## src/rtl/flex_port_pkg.sv

```systemverilog
package flex_port_pkg;
  // ---------------------------------------------------------------------------
  // DS3 frame geometry
  // ---------------------------------------------------------------------------
  // A DS3 M-subframe is 680 bits: one overhead bit then 84 payload bits, eight
  // times. Seven subframes form the multiframe.
  localparam int BLOCK_LEN = 85;
  localparam int BLOCKS_PER_SUB = 8;
  localparam int SUBS_PER_MF = 7;
  localparam logic [6:0] BLOCK_LAST = 7'h0054;
  localparam logic [2:0] BLOCK_IDX_LAST = 3'h7;
  localparam logic [2:0] SUB_LAST = 3'h6;
  localparam logic [6:0] OVH_POS = 7'h0000;
  // ---------------------------------------------------------------------------
  // Link and buffer sizes
  // ---------------------------------------------------------------------------
  localparam int BYTE_W = 8;
  localparam int FIFO_DEPTH = 4;
  localparam logic [2:0] BIT_LAST = 3'h7;
  // Justification request thresholds around the centred fill level.
  localparam logic [2:0] FILL_LOW = 3'h1;
  localparam logic [2:0] FILL_HIGH = 3'h3;
  // ---------------------------------------------------------------------------
  // Payload access modes
  // ---------------------------------------------------------------------------
  typedef enum logic {
    ACCESS_GAPPED = 1'b0,
    ACCESS_UNGAPPED = 1'b1
  } access_mode_t;
  // Line side serial bit with its clock edge and overhead marking.
  typedef struct packed {
    logic clk_edge;
    logic data;
    logic overhead;
  } line_bit_t;
  // Byte travelling on the system side.
  typedef struct packed {
    logic [7:0] data;
  } sys_byte_t;
  // Egress handshake state.
  typedef enum logic [1:0] {
    EG_IDLE = 2'b00,
    EG_GRANT = 2'b01,
    EG_WAIT_DROP = 2'b10
  } egress_state_t;
endpackage

```

## src/rtl/ds3_flexible_bandwidth_port.sv

```systemverilog
`timescale 1ns/100ps
module ds3_flexible_bandwidth_port
  import flex_port_pkg::*;
(
  // Clock and reset
  input wire logic clk,
  input wire logic rst_n,
  // Mode
  input wire logic access_ungapped,
  // Ingress line side
  input wire logic ingress_line_clk,
  input wire logic ingress_line_data,
  // Ingress partner side
  output logic ingress_frame_data,
  output logic ingress_frame_overhead,
  output logic ingress_payload_clk,
  input wire logic ingress_bit_enable,
  // Drop bus
  output logic [7:0] drop_data,
  output logic drop_valid,
  input wire logic drop_ready,
  // Egress partner side
  input wire logic egress_bit_request,
  output logic egress_bit_enable,
  output logic egress_bit_data,
  output logic transmit_multiframe_pulse_out,
  // Egress line side
  input wire logic egress_line_clk,
  output logic egress_line_data,
  // Add bus
  input wire logic [7:0] add_data,
  input wire logic add_valid,
  output logic add_ready,
  output logic add_bus_justification_request
);
  // ---------------------------------------------------------------------------
  // Pin synchronisers
  // ---------------------------------------------------------------------------
  logic [1:0] ilc_sync_reg, ild_sync_reg, ien_sync_reg, elc_sync_reg, erq_sync_reg;
  logic ilc_prev_reg, elc_prev_reg;
  always_ff @(posedge clk) begin
    if (!rst_n) begin
      ilc_sync_reg <= '0;
      ild_sync_reg <= '0;
      ien_sync_reg <= '0;
      elc_sync_reg <= '0;
      erq_sync_reg <= '0;
      ilc_prev_reg <= 1'b0;
      elc_prev_reg <= 1'b0;
    end else begin
      ilc_sync_reg <= {ilc_sync_reg[0], ingress_line_clk};
      ild_sync_reg <= {ild_sync_reg[0], ingress_line_data};
      ien_sync_reg <= {ien_sync_reg[0], ingress_bit_enable};
      elc_sync_reg <= {elc_sync_reg[0], egress_line_clk};
      erq_sync_reg <= {erq_sync_reg[0], egress_bit_request};
      ilc_prev_reg <= ilc_sync_reg[1];
      elc_prev_reg <= elc_sync_reg[1];
    end
  end
  logic ing_edge, eg_edge;
  assign ing_edge = ilc_sync_reg[1] && !ilc_prev_reg;
  assign eg_edge = elc_sync_reg[1] && !elc_prev_reg;
  // ---------------------------------------------------------------------------
  // Ingress framing position and partner presentation
  // ---------------------------------------------------------------------------
  // The ingress counter free-runs from reset; alignment search is out of scope.
  logic [6:0] ipos_reg, ipos_next;
  line_bit_t ipres_reg, ipres_next;
  logic pclk_reg, pclk_next;
  always_comb begin
    ipos_next = ipos_reg;
    ipres_next = ipres_reg;
    pclk_next = 1'b0;
    if (ing_edge) begin
      ipres_next.data = ild_sync_reg[1];
      ipres_next.overhead = (ipos_reg == OVH_POS);
      ipres_next.clk_edge = 1'b1;
      // Gapped mode suppresses the payload clock pulse over overhead.
      pclk_next = access_ungapped || (ipos_reg != OVH_POS);
      ipos_next = (ipos_reg == BLOCK_LAST) ? '0 : 7'(ipos_reg + 1'b1);
    end
  end
  always_ff @(posedge clk) begin
    if (!rst_n) begin
      ipos_reg <= '0;
      ipres_reg <= '0;
      pclk_reg <= 1'b0;
    end else begin
      ipos_reg <= ipos_next;
      ipres_reg <= ipres_next;
      pclk_reg <= pclk_next;
    end
  end
  assign ingress_frame_data = ipres_reg.data;
  assign ingress_frame_overhead = ipres_reg.overhead;
  assign ingress_payload_clk = pclk_reg;
  // ---------------------------------------------------------------------------
  // Ingress byte packing into the drop FIFO
  // ---------------------------------------------------------------------------
  // The enable is judged on the bit presented one slot earlier, so the partner
  // has a whole line bit period to decide.
  logic [7:0] shift_reg, shift_next;
  logic [2:0] bcnt_reg, bcnt_next;
  logic push_reg, push_next;
  sys_byte_t pbyte_reg, pbyte_next;
  logic drop_in_ready;
  always_comb begin
    shift_next = shift_reg;
    bcnt_next = bcnt_reg;
    push_next = push_reg && !drop_in_ready;
    pbyte_next = pbyte_reg;
    if (ing_edge && ien_sync_reg[1] && !ipres_reg.overhead) begin
      shift_next = {shift_reg[6:0], ipres_reg.data};
      bcnt_next = 3'(bcnt_reg + 1'b1);
      if (bcnt_reg == BIT_LAST) begin
        pbyte_next.data = {shift_reg[6:0], ipres_reg.data};
        push_next = 1'b1;
      end
    end
  end
  always_ff @(posedge clk) begin
    if (!rst_n) begin
      shift_reg <= '0;
      bcnt_reg <= '0;
      push_reg <= 1'b0;
      pbyte_reg <= '0;
    end else begin
      shift_reg <= shift_next;
      bcnt_reg <= bcnt_next;
      push_reg <= push_next;
      pbyte_reg <= pbyte_next;
    end
  end
  flex_fifo #(.WIDTH(BYTE_W), .DEPTH(FIFO_DEPTH)) drop_fifo (
    .clk(clk),
    .rst_n(rst_n),
    .in_valid(push_reg),
    .in_ready(drop_in_ready),
    .in_data(pbyte_reg.data),
    .out_valid(drop_valid),
    .out_ready(drop_ready && drop_valid),
    .out_data(drop_data),
    .fill()
  );
  // ---------------------------------------------------------------------------
  // Egress add FIFO, justification and bit handshake
  // ---------------------------------------------------------------------------
  logic add_fvalid, bit_take;
  logic [7:0] add_fdata;
  logic [2:0] add_fill;
  flex_fifo #(.WIDTH(BYTE_W), .DEPTH(FIFO_DEPTH)) add_fifo (
    .clk(clk),
    .rst_n(rst_n),
    .in_valid(add_valid),
    .in_ready(add_ready),
    .in_data(add_data),
    .out_valid(add_fvalid),
    .out_ready(bit_take),
    .out_data(add_fdata),
    .fill(add_fill)
  );
  egress_state_t est_reg, est_next;
  logic [2:0] ebit_reg, ebit_next;
  logic een_reg, een_next, edat_reg, edat_next, just_reg, just_next;
  always_comb begin
    est_next = est_reg;
    ebit_next = ebit_reg;
    een_next = 1'b0;
    edat_next = edat_reg;
    bit_take = 1'b0;
    // Request more bytes while the fill sits below centre, stop above it.
    just_next = (add_fill <= FILL_LOW) ? 1'b1 : (add_fill >= FILL_HIGH) ? 1'b0 : just_reg;
    unique case (est_reg)
      EG_IDLE: begin
        if (erq_sync_reg[1] && add_fvalid) begin
          est_next = EG_GRANT;
        end
      end
      EG_GRANT: begin
        een_next = 1'b1;
        edat_next = add_fdata[3'(BIT_LAST - ebit_reg)];
        ebit_next = 3'(ebit_reg + 1'b1);
        bit_take = (ebit_reg == BIT_LAST);
        est_next = EG_WAIT_DROP;
      end
      EG_WAIT_DROP: begin
        // One bit per request: the request must fall before another grant.
        if (!erq_sync_reg[1]) begin
          est_next = EG_IDLE;
        end
      end
      default: est_next = EG_IDLE;
    endcase
  end
  always_ff @(posedge clk) begin
    if (!rst_n) begin
      est_reg <= EG_IDLE;
      ebit_reg <= '0;
      een_reg <= 1'b0;
      edat_reg <= 1'b0;
      just_reg <= 1'b0;
    end else begin
      est_reg <= est_next;
      ebit_reg <= ebit_next;
      een_reg <= een_next;
      edat_reg <= edat_next;
      just_reg <= just_next;
    end
  end
  assign egress_bit_enable = een_reg;
  assign egress_bit_data = edat_reg;
  assign add_bus_justification_request = just_reg;
  // ---------------------------------------------------------------------------
  // Egress framing: overhead insertion and multiframe pulse
  // ---------------------------------------------------------------------------
  // Payload bits not filled by the partner are sent as the last granted bit;
  // the partner paces its buffer from the multiframe pulse.
  logic [6:0] epos_reg, epos_next;
  logic [2:0] eblk_reg, eblk_next, esub_reg, esub_next;
  logic eline_reg, eline_next, mfp_reg, mfp_next;
  always_comb begin
    epos_next = epos_reg;
    eblk_next = eblk_reg;
    esub_next = esub_reg;
    eline_next = eline_reg;
    mfp_next = 1'b0;
    if (eg_edge) begin
      // Overhead bits alternate as a simple framing pattern.
      eline_next = (epos_reg == OVH_POS) ? eblk_reg[0] : edat_reg;
      mfp_next = (epos_reg == OVH_POS) && (eblk_reg == '0) && (esub_reg == '0);
      epos_next = (epos_reg == BLOCK_LAST) ? '0 : 7'(epos_reg + 1'b1);
      if (epos_reg == BLOCK_LAST) begin
        eblk_next = 3'(eblk_reg + 1'b1);
        if (eblk_reg == BLOCK_IDX_LAST) begin
          esub_next = (esub_reg == SUB_LAST) ? 3'h0 : 3'(esub_reg + 1'b1);
        end
      end
    end
  end
  always_ff @(posedge clk) begin
    if (!rst_n) begin
      epos_reg <= '0;
      eblk_reg <= '0;
      esub_reg <= '0;
      eline_reg <= 1'b0;
      mfp_reg <= 1'b0;
    end else begin
      epos_reg <= epos_next;
      eblk_reg <= eblk_next;
      esub_reg <= esub_next;
      eline_reg <= eline_next;
      mfp_reg <= mfp_next;
    end
  end
  assign egress_line_data = eline_reg;
  assign transmit_multiframe_pulse_out = mfp_reg;
endmodule

```

## src/rtl/flex_fifo.sv

```systemverilog
`timescale 1ns/100ps
module flex_fifo #(
  parameter int WIDTH = 8,
  parameter int DEPTH = 4
) (
  // Clock and reset
  input wire logic clk,
  input wire logic rst_n,
  // Fill side
  input wire logic in_valid,
  output logic in_ready,
  input wire logic [WIDTH-1:0] in_data,
  // Drain side
  output logic out_valid,
  input wire logic out_ready,
  output logic [WIDTH-1:0] out_data,
  // Status
  output logic [$clog2(DEPTH):0] fill
);
  localparam int AW = $clog2(DEPTH);
  logic [WIDTH-1:0] mem_reg [DEPTH];
  logic [AW-1:0] wr_reg, wr_next, rd_reg, rd_next;
  logic [AW:0] cnt_reg, cnt_next;
  logic push, pop;

  assign in_ready = (cnt_reg != (AW+1)'(DEPTH));
  assign out_valid = (cnt_reg != '0);
  assign out_data = mem_reg[rd_reg];
  assign fill = cnt_reg;

  always_comb begin
    push = in_valid && in_ready;
    pop = out_valid && out_ready;
    wr_next = push ? AW'(wr_reg + 1'b1) : wr_reg;
    rd_next = pop ? AW'(rd_reg + 1'b1) : rd_reg;
    cnt_next = (AW+1)'(cnt_reg + (AW+1)'(push) - (AW+1)'(pop));
  end

  always_ff @(posedge clk) begin
    if (!rst_n) begin
      wr_reg <= '0;
      rd_reg <= '0;
      cnt_reg <= '0;
    end else begin
      wr_reg <= wr_next;
      rd_reg <= rd_next;
      cnt_reg <= cnt_next;
    end
    if (push) begin
      mem_reg[wr_reg] <= in_data;
    end
  end
endmodule

```

## config.mk

```make
export PLATFORM = sky130hd
export DESIGN_NAME = ds3_flexible_bandwidth_port
export DESIGN_NICKNAME = d
export VERILOG_FILES = /design/src/rtl/flex_port_pkg.sv /design/src/rtl/ds3_flexible_bandwidth_port.sv /design/src/rtl/flex_fifo.sv
export SDC_FILE = /design/constraint.sdc
export NUM_CORES = 1
export LEC_CHECK = 0
export BUFFER_PORTS_ARGS = -buffer_cell sky130_fd_sc_hd__buf_2
export CORE_ASPECT_RATIO = 0.7
export CORE_UTILIZATION = 32
export CTS_CLUSTER_SIZE = 10
export DETAILED_ROUTE_END_ITERATION = 16
export GPL_ROUTABILITY_DRIVEN = 0
export HOLD_SLACK_MARGIN = 0.08
export MAX_ROUTING_LAYER = met4
export PLACE_DENSITY_LB_ADDON = 0.3
export SYNTH_ARGS = -nofsm -noshare
export SYNTH_HDL_FRONTEND = slang
export SYNTH_SLANG_ARGS = --single-unit
```

## constraint.sdc

```tcl
create_clock -name clk -period 3.2 [get_ports clk]
set_clock_uncertainty 0.05 [all_clocks]
set_input_delay 0.32 -clock clk [delete_from_list [all_inputs] [get_ports clk]]
set_output_delay 0.32 -clock clk [all_outputs]
set_load 0.005 [all_outputs]
```

[Word level (Yosys, flattened, before mapping)]
Memories as Yosys holds them, arrays and structs flattened. A register that Yosys moved wholly into a read port is not among the register bits.
Index checks and enable logic that the tools add are counted.
Word-level totals
  logic and storage cells: 119
  output and inout bits: 18
  input bits: 18
  memories kept: 2
  register bits after elaboration: 78
  memory bits (writable): 64
Memories
  add_fifo.mem_reg: words 4, bits a word 8, rd ports 1, clocked after memory_dff 1, wr ports 1, line flex_fifo.sv:21  | logic [WIDTH-1:0] mem_reg [DEPTH];
  drop_fifo.mem_reg: words 4, bits a word 8, rd ports 1, clocked after memory_dff 1, wr ports 1, line flex_fifo.sv:21
Operators by class
  equal/unequal tests: 12
  order comparisons: 3
  reductions and logical operators: 33
  add/subtract/negate cells: 15
  multiplexer cells: 23
Operators with widths (number)
  $add A7 B1 Y7 const B: 2
  $eq A7 B7 Y1 const B: 2
  $logic_not A7 Y1: 2
  $mux W7: 2
  $logic_and A1 B1 Y1: 13
  $add A3 B1 Y3 const B: 4
  $eq A3 B3 Y1 const B: 4
  $mux W1: 12
  $mux W2: 6
  $reduce_and A2 Y1: 5
  $add A2 B1 Y2 const B: 4
  $reduce_bool A7 Y1: 1
  $add A3 B1 Y3: 2
  $logic_not A3 Y1: 2
  $ne A3 B3 Y1 const B: 2
  $pmux W2 S3: 1
  $reduce_bool A3 Y1: 2
  $sub A3 B1 Y3: 2
  $logic_not A1 Y1: 4
  $lt A3 B4 Y1 const B: 1
  $ne A2 B2 Y1 const B: 2
  $bmux W1 S3: 1
  $ge A3 B2 Y1 const B: 1
  $le A3 B1 Y1 const B: 1
  other kinds (8): 8

[Depth between registers and ports, before layout]
Gate-level depths: netlist of run 1.
  depth after elaboration: 5
  gate-level depth with buffers: 10
  mapped depth without buffers: 10

[Cells and area by module]
Synthesis of run 1 repeated with hierarchy kept, for this count alone.
Second synthesis, totals
  cell total of the unflattened synthesis: 468
  area total of the unflattened synthesis: 5916.9 sq um
By module, submodules not included
  flex_fifo: instances 2, area an instance 1635.3 sq um, cells each 90, sequential area each 1141.1 sq um
  ds3_flexible_bandwidth_port: instances 1, area an instance 2646.3 sq um, cells each 288, sequential area each 1281.2 sq um

[Worst setup path after synthesis of run 1]
OpenSTA, ideal clock, no wires.
  kind: register to register
  from: reg drop_fifo.cnt_reg[1], in the netlist drop_fifo.fill[1]
  to: reg drop_fifo.cnt_reg[2], in the netlist drop_fifo.fill[2]
  cell stages (with the launch flop): 11
  arrival time: 2.185 ns
  setup slack: 0.850 ns
  period minus slack after synthesis: 2.350 ns
  buffers on the path: 0
  cell sequence: dfxtp_1 -> or3_1 -> and2_1 -> ha_1 -> inv_1 -> ha_1 -> inv_1 -> fa_1 -> xnor2_1 -> xnor2_1 -> and2_1
On the way
  longest elaborated chain between the ends: 4
  elaborated cells between the ends (all ways): 7
  those cells by class: 2 x add/sub; 1 x eq/ne; 4 x reduce/logical
RTL lines
  start: declaration: line flex_fifo.sv:23  | logic [AW:0] cnt_reg, cnt_next;
  start signal: assignment: line flex_fifo.sv:47  | cnt_reg <= cnt_next;
  $reduce_bool A3 Y1 (*): line flex_fifo.sv:27  | assign out_valid = (cnt_reg != '0);
  via drop_valid: line ds3_flexible_bandwidth_port.sv:20  | output logic drop_valid,
  $logic_and A1 B1 Y1: line ds3_flexible_bandwidth_port.sv:141  | .out_ready(drop_ready && drop_valid),
  $logic_and A1 B1 Y1 (*): line flex_fifo.sv:33  | pop = out_valid && out_ready;
  via drop_fifo.pop: line flex_fifo.sv:24  | logic push, pop;
  $sub A3 B1 Y3 (*): line flex_fifo.sv:36  | cnt_next = (AW+1)'(cnt_reg + (AW+1)'(push) - (AW+1)'(pop));
Mark *: on every way through the listed nets, which the timed path passes. The rest lies on a longest branch.
A chain may end at the register's enable or synchronous reset.

[Worst setup path in the final report of run 1]
  from: reg drop_fifo.cnt_reg[1], in the netlist drop_fifo.fill[1]
  to: reg drop_fifo.cnt_reg[2], in the netlist drop_fifo.fill[2]
On the way
  longest elaborated chain between the ends: 4
  elaborated cells between the ends (all ways): 7
  those cells by class: 2 x add/sub; 1 x eq/ne; 4 x reduce/logical
RTL lines (line)
  $reduce_bool A3 Y1 (*): flex_fifo.sv:27
  $logic_and A1 B1 Y1: ds3_flexible_bandwidth_port.sv:141
  $logic_and A1 B1 Y1 (*): flex_fifo.sv:33
  via drop_fifo.pop: flex_fifo.sv:24
  $sub A3 B1 Y3 (*): flex_fifo.sv:36
Marked as above.

==> flow_metrics.tcl, run 1 <==
set metrics [dict create \
    cts_buffer_depth 2 \
    reg2regPathDepth 10 \
    cts.sinks 146 \
    drc 0 \
    total_power_mw 4.56 \
    die-area_sq_mm 0.0190 \
    grt.total_usage 0.125 \
    fin_tns_setup_ns 0 \
    syn_nets 522 \
    cts_tree "done" \
    clk-insertion-delay-late_ns 0.42 \
    setup_viol 0 \
    status "complete, no violations" \
    synth_top_area_cell "edfxtp_1" \
    hold_depth 4 \
    synth_common_cells "82 x dfxtp_1, 64 x edfxtp_1, 46 x nand2_1" \
    r2r_setup_slack_ns 0.70 \
    grt_max_degree 52 \
    gr-total-overflow 0 \
    path_class "flop to flop" \
    hold_class "primary input to flop" \
    avgSynthCellArea_sq_um 12.4 \
    yosys.area.top_type_share 0.325 \
    drtIter0Drc 142 \
    async_flop_share 0 \
    clk_pin_slew_ns 0.06 \
    vdd_drop_max_uv 240 \
    min_from "drop_ready" \
    final-instance-count-excl-fill 780 \
    vias_per_cell 4.53 \
    crit_buf_inv 2 \
    die_h_um 116 \
    slew_headroom 0.463 \
    cpMaxStageDelayCell "or3_1" \
    r2r_start "drop_fifo.fill[1]" \
    areaGrowthSynthToFinish_pct 19.3 \
    final_nets 576 \
    ys_seq_elements 146 \
    netlist_area_sq_mm 0.00591 \
    vias 3533 \
    io_pins 36 \
    drtAntennaViolNets 0 \
    leakage_nw 2.59 \
    timing.rr.end "drop_fifo.fill[2]" \
    tightest_slew_ns 0.806 \
    worst-path-max-fanout 4 \
    hold_violations 0 \
    grt_pass1_wl_um 17400 \
    holdWs_ns 0.381 \
    fill_cells 1725 \
    postSynthCellCount 477 \
    drv_cap 0 \
    ys_warn_count 0 \
    numPortBuffers 35 \
    timing.fmax_mhz 400 \
    drt-total-wl_um 10500 \
    core_sq_mm 0.0181 \
    cts_resized 0 \
    drive_gt1_frac 0.149 \
    rsz0062_at_grt "false" \
    critPathCaptureType "flop" \
    fin_util 0.391 \
    grt_pass1_vias 3615 \
    power.density_mw_per_mm2 647 \
    num_rows 41 \
    root_buffer "clkbuf_16" \
    routedWlPerCell_um 13.5 \
    cpPeakStageDelay_ns 0.39 \
    critPathArrivalTime_ns 2.76 \
    place_inst 734 \
    crit_family "adder cells" \
    initial_core_util 0.327 \
    antenna_cells 0 \
    period_needed_ns 2.50 \
    cp.required_ns 3.46 \
    antenna_found_initial 0 \
    crit_path_start_kind "flop" \
    htree_levels 4 \
    dp_hpwl_um 7130 \
    ys_seq_area_frac 0.603 \
    crit_chain "or3_1, and2_1, ha_1, inv_1, ha_1, inv_1, fa_1, xnor2_1, xnor2_1, and2_1" \
    synth_edf_count 64 \
    cts_buffers 17 \
    finalCritPeriodShare 0.782 \
    synth_ff_type "dfxtp_1" \
    die_x_um 164 \
    yosysUniqueCellTypes 45 \
    yosys-top-cells-area "edfxtp_1 33%, dfxtp_1 28%, ha_1 5.3%" \
    yosysMostFrequentCell "dfxtp_1" \
    finalMaxSlewViolations 0 \
    drt-pass1-iter-count 4 \
]
worst min-delay path: stages:
cell and delay [ns]:
buf_2 0.07, and2_1 0.18, xor2_1 0.09, and2_1 0.14
how the worst max path moves through the flow:
stage	startpoint	end	slack, ns	cells after the start
floorplan	drop_fifo.fill[1]	drop_fifo.fill[2]	0.85	10
global placement	drop_fifo.fill[1]	drop_fifo.fill[2]	0.83	10
detailed placement	drop_fifo.fill[1]	drop_fifo.fill[2]	0.71	10
CTS	drop_fifo.fill[1]	drop_fifo.fill[2]	0.69	10
global route	drop_fifo.fill[1]	drop_fifo.fill[2]	0.53	10
finish	drop_fifo.fill[1]	drop_fifo.fill[2]	0.70	10
routing by layer:
layer,global-route usage,wire (um),share of wire,vias up
met1,0.149,5150,0.49,1711
met2,0.196,4880,0.46,45
met4,0.0618,153,0.015,0
met5,-,0,0,-
li1,-,-,-,1764
met3,0.0336,355,0.034,13
cell families (layout without fill, tap and decap cells):
| logic type | count (synthesis) | after routing | synth area share |
|---|---|---|---|
| compound gates | 47 | 47 | 0.0557 |
| xor+xnor | 23 | 23 | 0.0341 |
| fa+ha+maj | 27 | 27 | 0.0597 |
| buf+inv | 38 | 105 | 0.0269 |
| flops | 146 | 146 | 0.603 |
| mux | 33 | 33 | 0.0728 |
| simple gates | 163 | 163 | 0.148 |
through the flow:
stage / setup slack, ns / cell area [sq um]
after global placement: 0.830 / 6330
final: 0.698 / 7050
after floorplan: 0.850 / 5910
after global routing: 0.527 / 7050
after CTS: 0.687 / 7050
after detailed placement: 0.711 / 6330
repair_timing:
action,in CTS,in global routing
hold endpoints to repair,38,0
setup buffers,0,0
endpoints found under the setup margin,0,0
hold buffers,14,0
layout by cell type (no fill, tap or decap), types with 20 or more instances in the layout:
| master | instances |
|---|---|
| dfxtp_1 | 82 |
| edfxtp_1 | 64 |
| nand2_1 | 46 |
| and2_1 | 36 |
| buf_2 | 35 |
| mux2i_1 | 25 |
| ha_1 | 25 |
| nor2_1 | 20 |
| inv_1 | 20 |
| a21boi_0 | 20 |
report_power, final:
part	internal, mW	total, mW	switching [mW]
Combinational	0.261	0.481	0.219
Clock	1.15	1.94	0.787
Sequential	2.05	2.14	0.0940
cell type report:
cell class              count  area [sq um]  share of cell area
flip-flops and latches    146          3560               0.505
multi-input cells         293          2190               0.311
clock buffers              17           425              0.0603
repair buffers             53           345              0.0490
well taps                 236           295              0.0419
clock inverters            15           158              0.0224
inverters                  20          75.1              0.0106
(Power assumes the default switching activity.)
==> run 2, diff against run 1 <==
- clock period: 3.2 -> 2.4 ns (I/O delays scaled with it)
==> run 2 against run 1 <==
Against the previous run:
- global-route usage down 0.34 points
- sequential share of layout area decreased by 0.27 points
- critical path depth stayed put
- sequential cell count unchanged
- count of clock-buffer cells in the layout increased by 2
- combinational power up 42%
- core utilization rose by 0.21 points
- fmax is 11% higher
- power up 31%
- sequential power grew 33%
- hold slack worse by 0.19 ns
==> flow_metrics.tcl, run 2 (synthesis results as in run 1) <==
set metrics [dict create \
    routedWlPerCell_um 12.9 \
    initial_core_util 0.327 \
    drtIter0Drc 109 \
    cts_buffers 17 \
    seqCellArea_sq_mm 0.00356 \
    setup_viol 0 \
    antenna_cells 0 \
    numPortBuffers 35 \
    die_x_um 164 \
    path_class "flop to flop" \
    tightest_slew_ns 0.599 \
    cts_tree "done" \
    power_frac_clock 0.410 \
    total_power_mw 5.98 \
    io_pins 36 \
    critPathArrivalTime_ns 2.52 \
    grt_pass1_vias 3497 \
    leakage_nw 2.63 \
    cts.sinks 146 \
    switching_share 0.238 \
    drc 0 \
    hold_end "est_reg[1]" \
    gr-total-overflow 0 \
    vias 3504 \
    rsz0062_at_grt "false" \
    cpPeakStageDelay_ns 0.37 \
    hold_depth 2 \
    final_common_cell "dfxtp_1" \
    core_sq_mm 0.0181 \
    clk_pin_slew_ns 0.06 \
    p_switching_mw 1.42 \
    hold_violations 0 \
    die_h_um 116 \
    slew_headroom 0.600 \
    cp.required_ns 2.66 \
    drive_gt1_frac 0.165 \
    power.density_mw_per_mm2 844 \
    vias_per_cell 4.45 \
    power_frac_comb 0.114 \
    reg2regPathDepth 10 \
    holdWs_ns 0.192 \
    timing.rr.end "drop_fifo.fill[2]" \
    finalMaxSlewViolations 0 \
    critPathCaptureType "flop" \
    dp_slack_ns 0.0814 \
    status "complete, no violations" \
    crit_chain "or3_1, and2_4, ha_1, inv_1, ha_1, inv_1, fa_2, xnor2_2, xnor2_1, and2_1" \
    hold_class "primary input to flop" \
    finalCritPeriodShare 0.942 \
    setup_slack_ns 0.138 \
    htree_levels 4 \
    fin_tns_setup_ns 0 \
    cpMaxStageDelayCell "or3_1" \
    drv_cap 0 \
    layout_common_cells "82 x dfxtp_1, 64 x edfxtp_1, 46 x nand2_1, 35 x and2_1, 35 x buf_2" \
    crit_path_start_kind "flop" \
    vdd_drop_max_uv 321 \
    grt.total_usage 0.122 \
    min_from "rst_n" \
    worst-path-max-fanout 3 \
    fin_util 0.393 \
    die-area_sq_mm 0.0190 \
    antenna_found_initial 0 \
    cell_internal_pwr_mw 4.56 \
    drtAntennaViolNets 0 \
    period_needed_ns 2.26 \
    pwr-share-seq 0.476 \
    grt_max_degree 24 \
    fill_cells 1743 \
    cts_buffer_depth 2 \
    drt-total-wl_um 10200 \
    drt-pass1-iter-count 4 \
    grt_pass1_wl_um 16800 \
    r2r_setup_slack_ns 0.14 \
    num_rows 41 \
    dp_hpwl_um 6990 \
    clk-insertion-delay-late_ns 0.41 \
    multiInputGateArea_sq_mm 0.00220 \
    timing.fmax_mhz 442 \
    r2r_start "drop_fifo.fill[1]" \
    areaGrowthSynthToFinish_pct 19.9 \
    final_nets 583 \
    root_buffer "clkbuf_16" \
]
-- run 2: worst max-delay path by stage --
| stage | startpoint | endpoint | slack, ns | cells past startpoint |
|---|---|---|---|---|
| final | drop_fifo.fill[1] | drop_fifo.fill[2] | 0.14 | 10 |
| after global routing | ebit_reg[0] | add_fifo.fill[2] | 0.008 | 9 |
| after CTS | drop_fifo.fill[1] | drop_fifo.fill[2] | 0.07 | 10 |
| after detailed placement | drop_fifo.fill[1] | drop_fifo.fill[2] | 0.08 | 10 |
| after global placement | drop_fifo.fill[1] | drop_fifo.fill[2] | 0.1 | 10 |
| after floorplan | drop_fifo.fill[1] | drop_fifo.fill[2] | 0.05 | 10 |
-- run 2: per-stage QoR --
stage,instance area (sq um),cells
5_1_grt,7090,787
3_3_place_gp,6380,741
2_1_floorplan,5910,477
4_1_cts,7080,787
3_5_place_dp,6380,741
6_report,7090,787
-- run 2: metal layers --
| metal | global-route usage | vias up | wire length, um |
|---|---|---|---|
| met4 | 0.0630 | 0 | 168 |
| met3 | 0.0301 | 12 | 295 |
| met5 | - | - | 0 |
| met2 | 0.186 | 50 | 4630 |
| li1 | - | 1787 | - |
| met1 | 0.149 | 1655 | 5080 |
-- run 2: what timing repair did --
action,4_1_cts,5_1_grt
hold buffers,14,0
gates resized for setup,0,3
endpoints found under the hold margin,38,0
setup buffers,0,0
setup endpoints to repair,0,1
-- run 2: final cells by class --
| class | instances | area share |
|---|---|---|
| timing repair buffer | 60 | 0.0561 |
| multi-input combinational | 293 | 0.311 |
| clock buffer | 19 | 0.0625 |
| inverter | 20 | 0.0106 |
| sequential | 146 | 0.503 |
| clock inverter | 13 | 0.0159 |
| tap | 236 | 0.0417 |
-- run 2: worst max-delay path: cells and delay by family, from the launching register on --
kind,cells,cell delay [ns]
adder cells (fa/ha/maj),3,0.74
XOR/XNOR,2,0.26
AND/OR/NAND/NOR,3,0.70
flip-flops,1,0.31
buffers and inverters,2,0.10
-- run 2: power by group through the flow --
| stage | clock network [mW] | logic (mW) | registers, mW |
|---|---|---|---|
| detailed placement | 0 | 0.652 | 2.90 |
| floorplan | 0 | 0.493 | 2.84 |
| global placement | 0 | 0.634 | 2.90 |
| finish | 2.45 | 0.682 | 2.85 |
| CTS | 2.53 | 0.674 | 2.85 |
| global route | 2.63 | 0.785 | 2.87 |
==> run 3, diff against run 2 <==
- ABC_AREA: default -> 1
==> run 3 against run 2 <==
Against the previous run:
- the run now ends with design-rule violations left
- sequential power decreased by 2%
- largest power group unchanged
- largest cell class unchanged
- synthesized cell count is 29% higher
- die area is 1.1% higher
- routed wire length is 15% higher
- worst setup slack better by 0.090 ns
==> flow_metrics.tcl, run 3 <==
set metrics [dict create \
    setup_viol 0 \
    power_frac_clock 0.431 \
    crit_end "add_fifo.fill[2]" \
    antenna_cells 0 \
    synth_common_cells "96 x nand2_1, 82 x dfxtp_1, 81 x inv_1" \
    gr-total-overflow 0 \
    hold_class "primary input to flop" \
    die_x_um 165 \
    grt_pass1_vias 4101 \
    root_buffer "clkbuf_16" \
    avgSynthCellArea_sq_um 9.75 \
    power_frac_comb 0.114 \
    async_flop_share 0 \
    synth_ff_type "dfxtp_1" \
    die_h_um 116 \
    yosys.area.top_type_share 0.321 \
    ys_warn_count 0 \
    drt-pass1-iter-count 11 \
    syn_nets 658 \
    synth_top_area_cell "edfxtp_1" \
    core_sq_mm 0.0182 \
    die-area_sq_mm 0.0192 \
    io_pins 36 \
    drc 4 \
    clk-insertion-delay-late_ns 0.41 \
    areaGrowthSynthToFinish_pct 19.8 \
    switching_share 0.253 \
    drv_cap 0 \
    critPathArrivalTime_ns 2.38 \
    routedWlPerCell_um 12.6 \
    clk_pin_slew_ns 0.06 \
    num_rows 41 \
    hold_violations 0 \
    drtIter0Drc 241 \
    final_nets 719 \
    cts_buffers 17 \
    p_switching_mw 1.56 \
    finalMaxSlewViolations 0 \
    critPathCaptureType "flop" \
    drive_gt1_frac 0.146 \
    cts_buffer_depth 2 \
    pwr-share-seq 0.455 \
    htree_levels 4 \
    grt.total_usage 0.138 \
    leakage_nw 2.86 \
    cp.required_ns 2.61 \
    violations "design-rule violations" \
    power.density_mw_per_mm2 859 \
    vias 4238 \
    vias_per_cell 4.59 \
    worst-path-max-fanout 5 \
    slew_headroom 0.457 \
    dp_hpwl_um 7710 \
    netlist_area_sq_mm 0.00598 \
    rsz0062_at_grt "false" \
    r2r_start "ebit_reg[1]" \
    grt_pass1_wl_um 19900 \
    status "finished with violations" \
    synth_edf_count 64 \
    period_needed_ns 2.17 \
    drtAntennaViolNets 0 \
    hold_depth 3 \
    grt_max_degree 48 \
    finalCritPeriodShare 0.905 \
    cts_resized 0 \
    holdWs_ns 0.104 \
    cts_tree "done" \
    ys_seq_elements 146 \
    numPortBuffers 35 \
    cp-startpoint "ebit_reg[1]" \
    layout_common_cells "96 x nand2_1, 82 x dfxtp_1, 81 x inv_1, 64 x edfxtp_1, 48 x nor2_1" \
    antenna_found_initial 0 \
    timing.fmax_mhz 460 \
    timing.rr.end "add_fifo.fill[2]" \
    fin_tns_setup_ns 0 \
    path_class "flop to flop" \
    cell_internal_pwr_mw 4.60 \
    reg2regPathDepth 10 \
    yosysMostFrequentCell "nand2_1" \
    drt-total-wl_um 11700 \
    vdd_drop_max_uv 518 \
    tightest_slew_ns 0.813 \
    r2r_setup_slack_ns 0.23 \
    crit_path_start_kind "flop" \
    yosys-top-cells-area "edfxtp_1 32%, dfxtp_1 27%, nand2_1 6.0%" \
    final_common_cell "nand2_1" \
    ys_seq_area_frac 0.596 \
    postSynthCellCount 613 \
    yosysUniqueCellTypes 37 \
    initial_core_util 0.329 \
    cts.sinks 146 \
]
## run 3: changes by cell type after synthesis, moves of 25 or more
cell,change
and2_1,-36
a21oi_1,+38
o21ai_0,+41
nor2_1,+28
mux2i_1,-25
nand2_1,+50
nand3_1,+29
inv_1,+61
## run 3: critical path, cell delays in order, from the launching register on
cell and delay, ns:
dfxtp_1 0.34, ha_1 0.20, ha_1 0.18, nand2_1 0.09, nor2_2 0.07, ha_1 0.29, inv_1 0.04, ha_1 0.18
fa_1 0.37, xor2_1 0.16, nor2_1 0.05
## run 3: how the worst min path moves through the flow
stage,startpoint,to,slack (ns)
floorplan,egress_line_clk,elc_sync_reg[0],0.29
global placement,ild_sync_reg[0],ild_sync_reg[1],0.35
detailed placement,ild_sync_reg[0],ild_sync_reg[1],0.35
CTS,access_ungapped,ingress_payload_clk,0.08
global route,access_ungapped,ingress_payload_clk,0.11
finish,access_ungapped,ingress_payload_clk,0.10
## run 3: per-stage QoR
| stage | instances | setup slack, ns | instance area [sq um] | utilization | power, mW |
|---|---|---|---|---|---|
| final | 923 | 0.228 | 7160 | 0.394 | 6.15 |
| after global routing | 923 | 0.0838 | 7160 | 0.394 | 6.47 |
| after CTS | 923 | 0.211 | 7160 | 0.394 | 6.22 |
| after detailed placement | 878 | 0.240 | 6430 | 0.354 | 3.55 |
| after global placement | 878 | 0.299 | 6430 | 0.354 | 3.51 |
| after floorplan | 613 | 0.364 | 5980 | - | 3.28 |
## run 3: cells by family (layout without fill, tap and decap cells)
kind of cell / Yosys count / in the layout / synth area share
AND/OR/NAND/NOR: 221 / 221 / 0.166
AO/OA/AOI/OAI: 113 / 113 / 0.103
flip-flops: 146 / 146 / 0.596
XOR/XNOR: 3 / 3 / 0.00440
buffers and inverters: 103 / 177 / 0.0720
adder cells (fa/ha/maj): 27 / 27 / 0.0590
## run 3: power groups by stage
stage,sequential (mW),clock (mW),combinational (mW)
final,2.80,2.65,0.698
after global placement,2.85,0,0.662
after detailed placement,2.86,0,0.690
after global routing,2.82,2.84,0.813
after CTS,2.80,2.71,0.710
after floorplan,2.84,0,0.442
## run 3: timing repair
action,4_1_cts,5_1_grt
hold buffers,13,0
buffers inserted,0,0
hold endpoints to repair,37,0
setup endpoints to repair,0,0
## run 3: cell type report
class                           instances  area, sq um
Clock buffer                           21          494
Clock inverter                         11          109
Fill cell                            1793        11000
Inverter                               85          322
Multi-Input combinational cell        364         1980
Sequential cell                       146         3560
Tap cell                              236          295
Timing Repair Buffer                   60          395
## run 3: per-layer routing
metal / vias up / global-route usage / part of all wire
li1: 2170 / - / -
met4: 0 / 0.0382 / 0.0082
met2: 71 / 0.220 / 0.46
met3: 8 / 0.0298 / 0.038
met1: 1989 / 0.177 / 0.50
met5: - / - / 0
